[config.mk]
export PLATFORM = sky130hd
export DESIGN_NAME = cpp_channel
export DESIGN_NICKNAME = d
export VERILOG_FILES = /design/src/logic/cpp_pkg.sv /design/src/logic/cpp_channel.sv
export SDC_FILE = /design/constraint.sdc
export NUM_CORES = 1
export LEC_CHECK = 0
export BUFFER_PORTS_ARGS = -buffer_cell sky130_fd_sc_hd__buf_2
export CAP_MARGIN = 10
export CORE_MARGIN = 3
export CORE_UTILIZATION = 40
export CTS_CLUSTER_DIAMETER = 120
export CTS_CLUSTER_SIZE = 14
export DETAILED_ROUTE_END_ITERATION = 10
export GPL_TIMING_DRIVEN = 0
export PLACE_DENSITY = 0.78
export REMOVE_ABC_BUFFERS = 1
export SYNTH_ARGS = -nofsm -noshare
export SYNTH_HDL_FRONTEND = slang
export SYNTH_SLANG_ARGS = --single-unit
[constraint.sdc]
create_clock -name mclk_in -period 2.05 [get_ports mclk_in]
set_input_delay 0.3075 -clock mclk_in [delete_from_list [all_inputs] [get_ports mclk_in]]
set_output_delay 0.3075 -clock mclk_in [all_outputs]
set_load 0.05 [all_outputs]
[src/logic/cpp_pkg.sv]
package cpp_pkg;

    // mode field codes of the compare mode select
    localparam logic [2:0] CPP_MODE_OFF = 3'h0;
    localparam logic [2:0] CPP_MODE_CONT = 3'h5;
    localparam logic [2:0] CPP_MODE_PWM = 3'h6;
    localparam logic [2:0] CPP_MODE_PWM_FAULT = 3'h7;
    localparam int CPP_WIDTH = 32;
    localparam logic [31:0] CPP_ZERO = 32'h00000000;
    localparam logic [31:0] CPP_LOW_MASK = 32'h0000FFFF;
    // channel number served by fault input a up to this value
    localparam int CPP_FAULT_A_LAST = 3;
    localparam int CPP_DEFAULT_CHANNEL = 1;

    // channel configuration carried as one bundle
    typedef struct packed {
        logic enable;
        logic [2:0] mode;
        logic wide;
        logic time_base_select;
    } cpp_ctrl_t;

    // one time base as seen by the channel
    typedef struct packed {
        logic [31:0] count;
        logic [31:0] period;
    } cpp_base_t;

endpackage : cpp_pkg

[src/logic/cpp_channel.sv]
`timescale 1ns/100ps
module cpp_channel
    import cpp_pkg::*;
#(
    parameter int CHANNEL = CPP_DEFAULT_CHANNEL
) (
    input wire logic mclk_in,
    input wire logic reset_n_in,
    input wire cpp_ctrl_t ctrl_in,
    input wire logic mode_write_in,
    input wire logic primary_write_in,
    input wire logic [31:0] primary_data_in,
    input wire logic [31:0] secondary_compare_value_in,
    input wire cpp_base_t base_x_in,
    input wire cpp_base_t base_y_in,
    input wire logic fault_input_a_in,
    input wire logic fault_input_b_in,
    input wire logic port_latch_in,
    input wire logic port_output_enable_in,
    output logic [31:0] primary_compare_value_out,
    output logic compare_irq_flag_out,
    output logic fault_status_out,
    output logic compare_output_pin_out,
    output logic compare_output_oe_out
);

    ////////////////////////////////////////////////////////////////////////
    // width masking, shared by every comparison
    function automatic logic [31:0] cpp_fit(input logic [31:0] v, input logic wide);
        cpp_fit = wide ? v : (v & CPP_LOW_MASK);
    endfunction : cpp_fit

    logic fault_a_meta_reg;
    logic fault_a_sync_reg;
    logic fault_b_meta_reg;
    logic fault_b_sync_reg;
    logic pin_reg;
    logic flag_reg;
    logic fault_reg;
    logic [31:0] duty_reg;
    logic [31:0] count;
    logic [31:0] period;
    logic [31:0] secondary;
    logic period_match;
    logic primary_match;
    logic secondary_match;
    logic is_pwm;
    logic is_cont;
    logic fault_seen;
    logic pwm_next;
    logic pwm_start;

    ////////////////////////////////////////////////////////////////////////
    // time base choice and compare events
    always_comb begin
        count = cpp_fit(ctrl_in.time_base_select ? base_y_in.count : base_x_in.count,
                        ctrl_in.wide);
        period = cpp_fit(ctrl_in.time_base_select ? base_y_in.period : base_x_in.period,
                         ctrl_in.wide);
        secondary = cpp_fit(secondary_compare_value_in, ctrl_in.wide);
    end

    assign period_match = (count == period);
    assign primary_match = (count == cpp_fit(duty_reg, ctrl_in.wide));
    assign secondary_match = (count == secondary);
    assign is_cont = ctrl_in.enable && (ctrl_in.mode == CPP_MODE_CONT);
    assign is_pwm = ctrl_in.enable &&
                    (ctrl_in.mode == CPP_MODE_PWM || ctrl_in.mode == CPP_MODE_PWM_FAULT);

    // fault input synchronisers, two stages each
    always_ff @(posedge mclk_in or negedge reset_n_in) begin
        if (!reset_n_in) begin
            fault_a_meta_reg <= 1'b0;
            fault_a_sync_reg <= 1'b0;
            fault_b_meta_reg <= 1'b0;
            fault_b_sync_reg <= 1'b0;
        end else begin
            fault_a_meta_reg <= fault_input_a_in;
            fault_a_sync_reg <= fault_a_meta_reg;
            fault_b_meta_reg <= fault_input_b_in;
            fault_b_sync_reg <= fault_b_meta_reg;
        end
    end

    // fault source by channel number
    assign fault_seen = (CHANNEL <= CPP_FAULT_A_LAST) ? fault_a_sync_reg
                                                      : fault_b_sync_reg;

    ////////////////////////////////////////////////////////////////////////
    // active duty register: software load outside PWM, buffered copy in PWM
    always_ff @(posedge mclk_in or negedge reset_n_in) begin
        if (!reset_n_in) begin
            duty_reg <= CPP_ZERO;
        end else if (is_pwm) begin
            if (period_match) begin
                duty_reg <= secondary_compare_value_in;
            end
        end else if (primary_write_in) begin
            duty_reg <= primary_data_in;
        end
    end

    // sticky fault status, cleared by a mode write unless the fault is still seen in fault mode
    always_ff @(posedge mclk_in or negedge reset_n_in) begin
        if (!reset_n_in) begin
            fault_reg <= 1'b0;
        end else if (ctrl_in.enable && ctrl_in.mode == CPP_MODE_PWM_FAULT && fault_seen) begin
            fault_reg <= 1'b1;
        end else if (mode_write_in) begin
            fault_reg <= 1'b0;
        end
    end

    // compare flag pulse on each secondary match in continuous mode, except in a mode write cycle
    always_ff @(posedge mclk_in or negedge reset_n_in) begin
        if (!reset_n_in) begin
            flag_reg <= 1'b0;
        end else begin
            flag_reg <= is_cont && !mode_write_in && secondary_match;
        end
    end

    ////////////////////////////////////////////////////////////////////////
    // PWM level for the next count: high from period start until duty
    always_comb begin
        if (period_match) begin
            pwm_next = (cpp_fit(secondary_compare_value_in, ctrl_in.wide) != CPP_ZERO);
        end else if (cpp_fit(duty_reg, ctrl_in.wide) > period) begin
            pwm_next = 1'b1;
        end else if (count + 32'h00000001 == cpp_fit(duty_reg, ctrl_in.wide)) begin
            pwm_next = 1'b0;
        end else begin
            pwm_next = pin_reg;
        end
    end

    // opening level after a PWM mode write: the held duty shapes the first period
    always_comb begin
        if (period_match) begin
            pwm_start = pwm_next;
        end else begin
            pwm_start = (cpp_fit(duty_reg, ctrl_in.wide) > period) ||
                        (count + 32'h00000001 < cpp_fit(duty_reg, ctrl_in.wide));
        end
    end

    // output pin state
    always_ff @(posedge mclk_in or negedge reset_n_in) begin
        if (!reset_n_in) begin
            pin_reg <= 1'b0;
        end else if (mode_write_in && is_pwm) begin
            pin_reg <= pwm_start &&
                       !(ctrl_in.mode == CPP_MODE_PWM_FAULT && fault_seen);
        end else if (mode_write_in || !ctrl_in.enable) begin
            pin_reg <= 1'b0;
        end else if (is_cont) begin
            if (secondary_match) begin
                pin_reg <= 1'b0;
            end else if (primary_match) begin
                pin_reg <= 1'b1;
            end
        end else if (is_pwm) begin
            if (fault_reg || (ctrl_in.mode == CPP_MODE_PWM_FAULT && fault_seen)) begin
                pin_reg <= 1'b0;
            end else begin
                pin_reg <= pwm_next;
            end
        end
    end

    // pin ownership follows enable
    assign compare_output_pin_out = ctrl_in.enable ? pin_reg : port_latch_in;
    assign compare_output_oe_out = ctrl_in.enable ? 1'b1 : port_output_enable_in;
    assign primary_compare_value_out = duty_reg;
    assign compare_irq_flag_out = flag_reg;
    assign fault_status_out = fault_reg;
endmodule : cpp_channel

==> impl_summary.md <==
Placement
Detailed placement ended at an HPWL of 20.62 mm. The number of input and output port buffers inserted is 240. In this run, placement finished with an instance count of 1,219.

Once placement finished, the instance area stood at 7789 µm². At the end of routability-driven placement, the weighted congestion stood at 0.9769. The worst slack at placement is -3.663 ns.

Global routing
The global routing stage identified its most utilized layer as met2. For this run, the total global-route usage over all layers was measured as 29.39%. The met1 track utilization from global routing is 38.47%. The first global-routing pass estimated 41.34 mm of wire. The met3 layer usage reported by global route is 5.740%. The sum of overflow across all layers after global routing is 0. In the global route stage, met2 resource usage came out at 48.19%. The via count of the first global-routing pass was 7,539. The number of antenna violations at the first check in global routing came to 0.

Entering global routing, the biggest net connects 79 pins.

Critical path
The critical path's slowest cell is or3b_4. STA classifies the critical path startpoint as a primary input. The number of buffers and inverters on the critical path is 2. Data on the critical path is required at its endpoint by 2.22 ns. The delay of the slowest critical-path stage is 0.43 ns. The signal on the critical path passes through buf_16, buf_16, mux2i_4, nor3b_4, or3b_4, or3_4, or3_4, nor4_4, xnor2_1, ha_1, nand4_1, nor3_2, nor3b_4, nand2_2, o311ai_4, o31ai_1, o22ai_1, a21oi_1. By startpoint and endpoint, the worst setup path is classified as in -> reg. The family with the most delay on the worst path is simple AND/OR/NAND/NOR gates. The largest fanout on the critical path is 5. The category of the worst setup path capture point is a register. The data arrival time of the worst path is 4.15 ns.

STA
After layout, the worst setup slack is -1.935 ns. Timing would allow up to 250.9 MHz. The minimum clock period is 3.985 ns.

Hold timing on the final database bottoms out at a slack of 0.1305 ns. For the pin with the worst max-slew slack, the measured transition is 0.9560 ns. The tightest slew margin relative to the limit is 36.26%.

The total negative setup slack is -20.60 ns. The clock arrives with 0.005104 ns of skew. The count of final setup violators is 34. Setup repair after global routing could not meet its margin everywhere. The final number of hold-violating endpoints is 0. The number of pins with negative max-slew slack in the final report is 0. The final worst-path cycle share is 194.4%.

Synth
Counting every instance in the synthesized netlist gives 794. In this run, synthesis produced a sequential element count of 37. Counting flops with a built-in enable in the synthesized netlist gives 0. Each instance of the synthesized netlist takes up on average 8.138 µm². The number of different library cells used by synthesis comes to 73. The share of synthesized flip-flops with an asynchronous set or reset is 100.0%. The number of warnings printed during yosys synthesis is 0. The area of the mapped netlist is 6461 µm². Among all flip-flop cells after synthesis, the most frequent one is dfrtp_1. The share of synthesized area occupied by flip-flops and latches is 14.33%. The most area-hungry cell type in the Yosys netlist is dfrtp_1. The share of the synthesized area in the top cell type is 14.33%. By area the synthesized netlist is led by dfrtp_1, ha_1, mux2i_1.

Clocking
The clock edge transition at the registers on the reported setup and hold paths is 0.06 ns. The number of buffers created by CTS is 5. Clock latency on the worst-skew pair, taken at its later pin, is 0.28 ns. The sink count of the clock tree is 37.

The deepest clock path buffer count is 2. CTS built an H-tree with a depth of 2. The tree is rooted in a clkbuf_16. TritonCTS built the clock tree. The number of hold buffers added after CTS is 0.

Floorplanning
The number of cell rows is 45. The core area is 15,480 µm². Measured along the y axis, the die boundary spans 133.1 µm.

The I/O pin count is 242. The initial cell density of the core is 41.73%. The die covers 17,710 µm². The die is 133.1 µm wide.

Layout
The finished cells cover 9057 µm². The library cells used most frequently in the layout, excluding fill and tap cells, are buf_2, ha_1, a21oi_1. The share of final-layout standard cells stronger than drive strength 1 is 37.63%. Once layout is complete, the utilization of the core stands at 58.50%.

The number of flip-flops under the largest register name is 32. From synthesis to final layout, the design area changed by 40.18%. The net count of the finished layout is 1,333. Leaving out fill and tap cells, the most frequent cell in the layout is buf_2. The count of filler cells inserted in the layout is 1,384. Leaving out filler cells and counting taps, the final layout contains 1,274. The repair_antennas step left the layout with diodes totalling 0.

Pwr
The power per cell area is 462.2 nW/µm². The static power due to leakage is 4.071 nW. The power consumption is 4.186 mW. The worst vdd rail ir drop is 605.2 µV.

Drt
Once detail routing completed, the nets flagged for antenna violations numbered 0. For this block, the initial DRC count from the detailed router was 690. The via count of the routed design is 7,482. The detailed-route wire length per cell is 21.18 µm. For this run, the detailed router's first-pass iteration total came to 7.

The wire length after detailed routing is 26.98 mm. After detailed routing, the number of remaining DRC violations is 0. The mean number of vias per cell is 5.873.

Run
Max-cap violations in this run came to 0.

Run status
The final reports fail on setup timing. The run finished, with violations left.

Hold path
The min-delay analysis places its worst path in the category in -> reg.
## area by class of cell
class,instances,area [µm²],share of cell area [%]
inverters,49,183.9,2.031
repair buffers,289,1878,20.73
well taps,211,264.0,2.915
clock buffers,5,125.1,1.381
flip-flops and latches,37,925.9,10.22
clock inverters,3,17.52,0.1934
multi-input cells,680,5663,62.52
## worst reg2reg max path, cell delays in order (launching register included)
cell,delay [ns]
dfrtp_1,0.49
nand2_1,0.16
inv_1,0.06
ha_1,0.31
nand4_1,0.14
nor4_1,0.57
o31ai_1,0.20
a211o_1,0.33
o31ai_1,0.11
o22ai_1,0.17
a21oi_1,0.14
## where the power goes
group	total [mW]	internal, mW	switching [mW]
Clock	0.765	0.446	0.319
Sequential	0.977	0.813	0.164
Combinational	2.44	0.998	1.45
## cells in the mapped netlist, drive strengths merged (7+ instances only)
cell / instances
nor4: 21
buf: 19
a2111oi: 7
xnor2: 59
nor2: 49
nand2: 71
nand3: 18
dfrtp: 37
or3: 7
mux2: 26
nand4: 21
o22ai: 8
a21oi: 64
clkbuf: 10
nand2b: 9
xor2: 47
nor3: 15
inv: 49
ha: 65
o21ai: 19
a21boi: 10
mux2i: 70
## routing by layer
metal | vias up | part of all wire, %
li1 | 3460 | -
met1 | 3466 | 40
met2 | 465 | 46
met3 | 91 | 11
met4 | 0 | 3.5
met5 | - | 0
## worst paths after layout
check                                                                from                                   endpoint  slack [ns]  cells after the start
max in group asynchronous                                      reset_n_in  primary_compare_value_out[26]$_DFFE_PN0P_        1.34                      1
worst max-delay path                                           ctrl_in[0]                        pin_reg$_DFFE_PN0P_       -1.93                     18
worst min register to register                 fault_a_meta_reg$_DFF_PN0_                 fault_a_sync_reg$_DFF_PN0_        0.37                      0
min in group asynchronous                                      reset_n_in   primary_compare_value_out[6]$_DFFE_PN0P_        0.14                      1
worst max register to register  primary_compare_value_out[26]$_DFFE_PN0P_                        pin_reg$_DFFE_PN0P_       -0.70                     10
worst min-delay path                                     fault_input_a_in                 fault_a_meta_reg$_DFF_PN0_        0.13                      1
## cell families (layout without fill, tap and decap cells)
kind of cell / Yosys count / count (layout) / synth area share (%)
xor+xnor: 106 / 106 / 14.37
buf+inv: 78 / 346 / 6.119
mux: 96 / 96 / 15.92
flops: 37 / 37 / 14.33
compound gates: 160 / 161 / 16.60
fa+ha+maj: 65 / 65 / 12.59
simple gates: 252 / 252 / 20.08
## repair_timing
action,4_1_cts,5_1_grt
cloned,8,0
endpoints found under the setup margin,34,34
endpoints found under the hold margin,0,0
resized for setup,109,15
buffers inserted,33,6
pin swaps,23,12
Note: power is estimated with default switching activity, not from simulation.
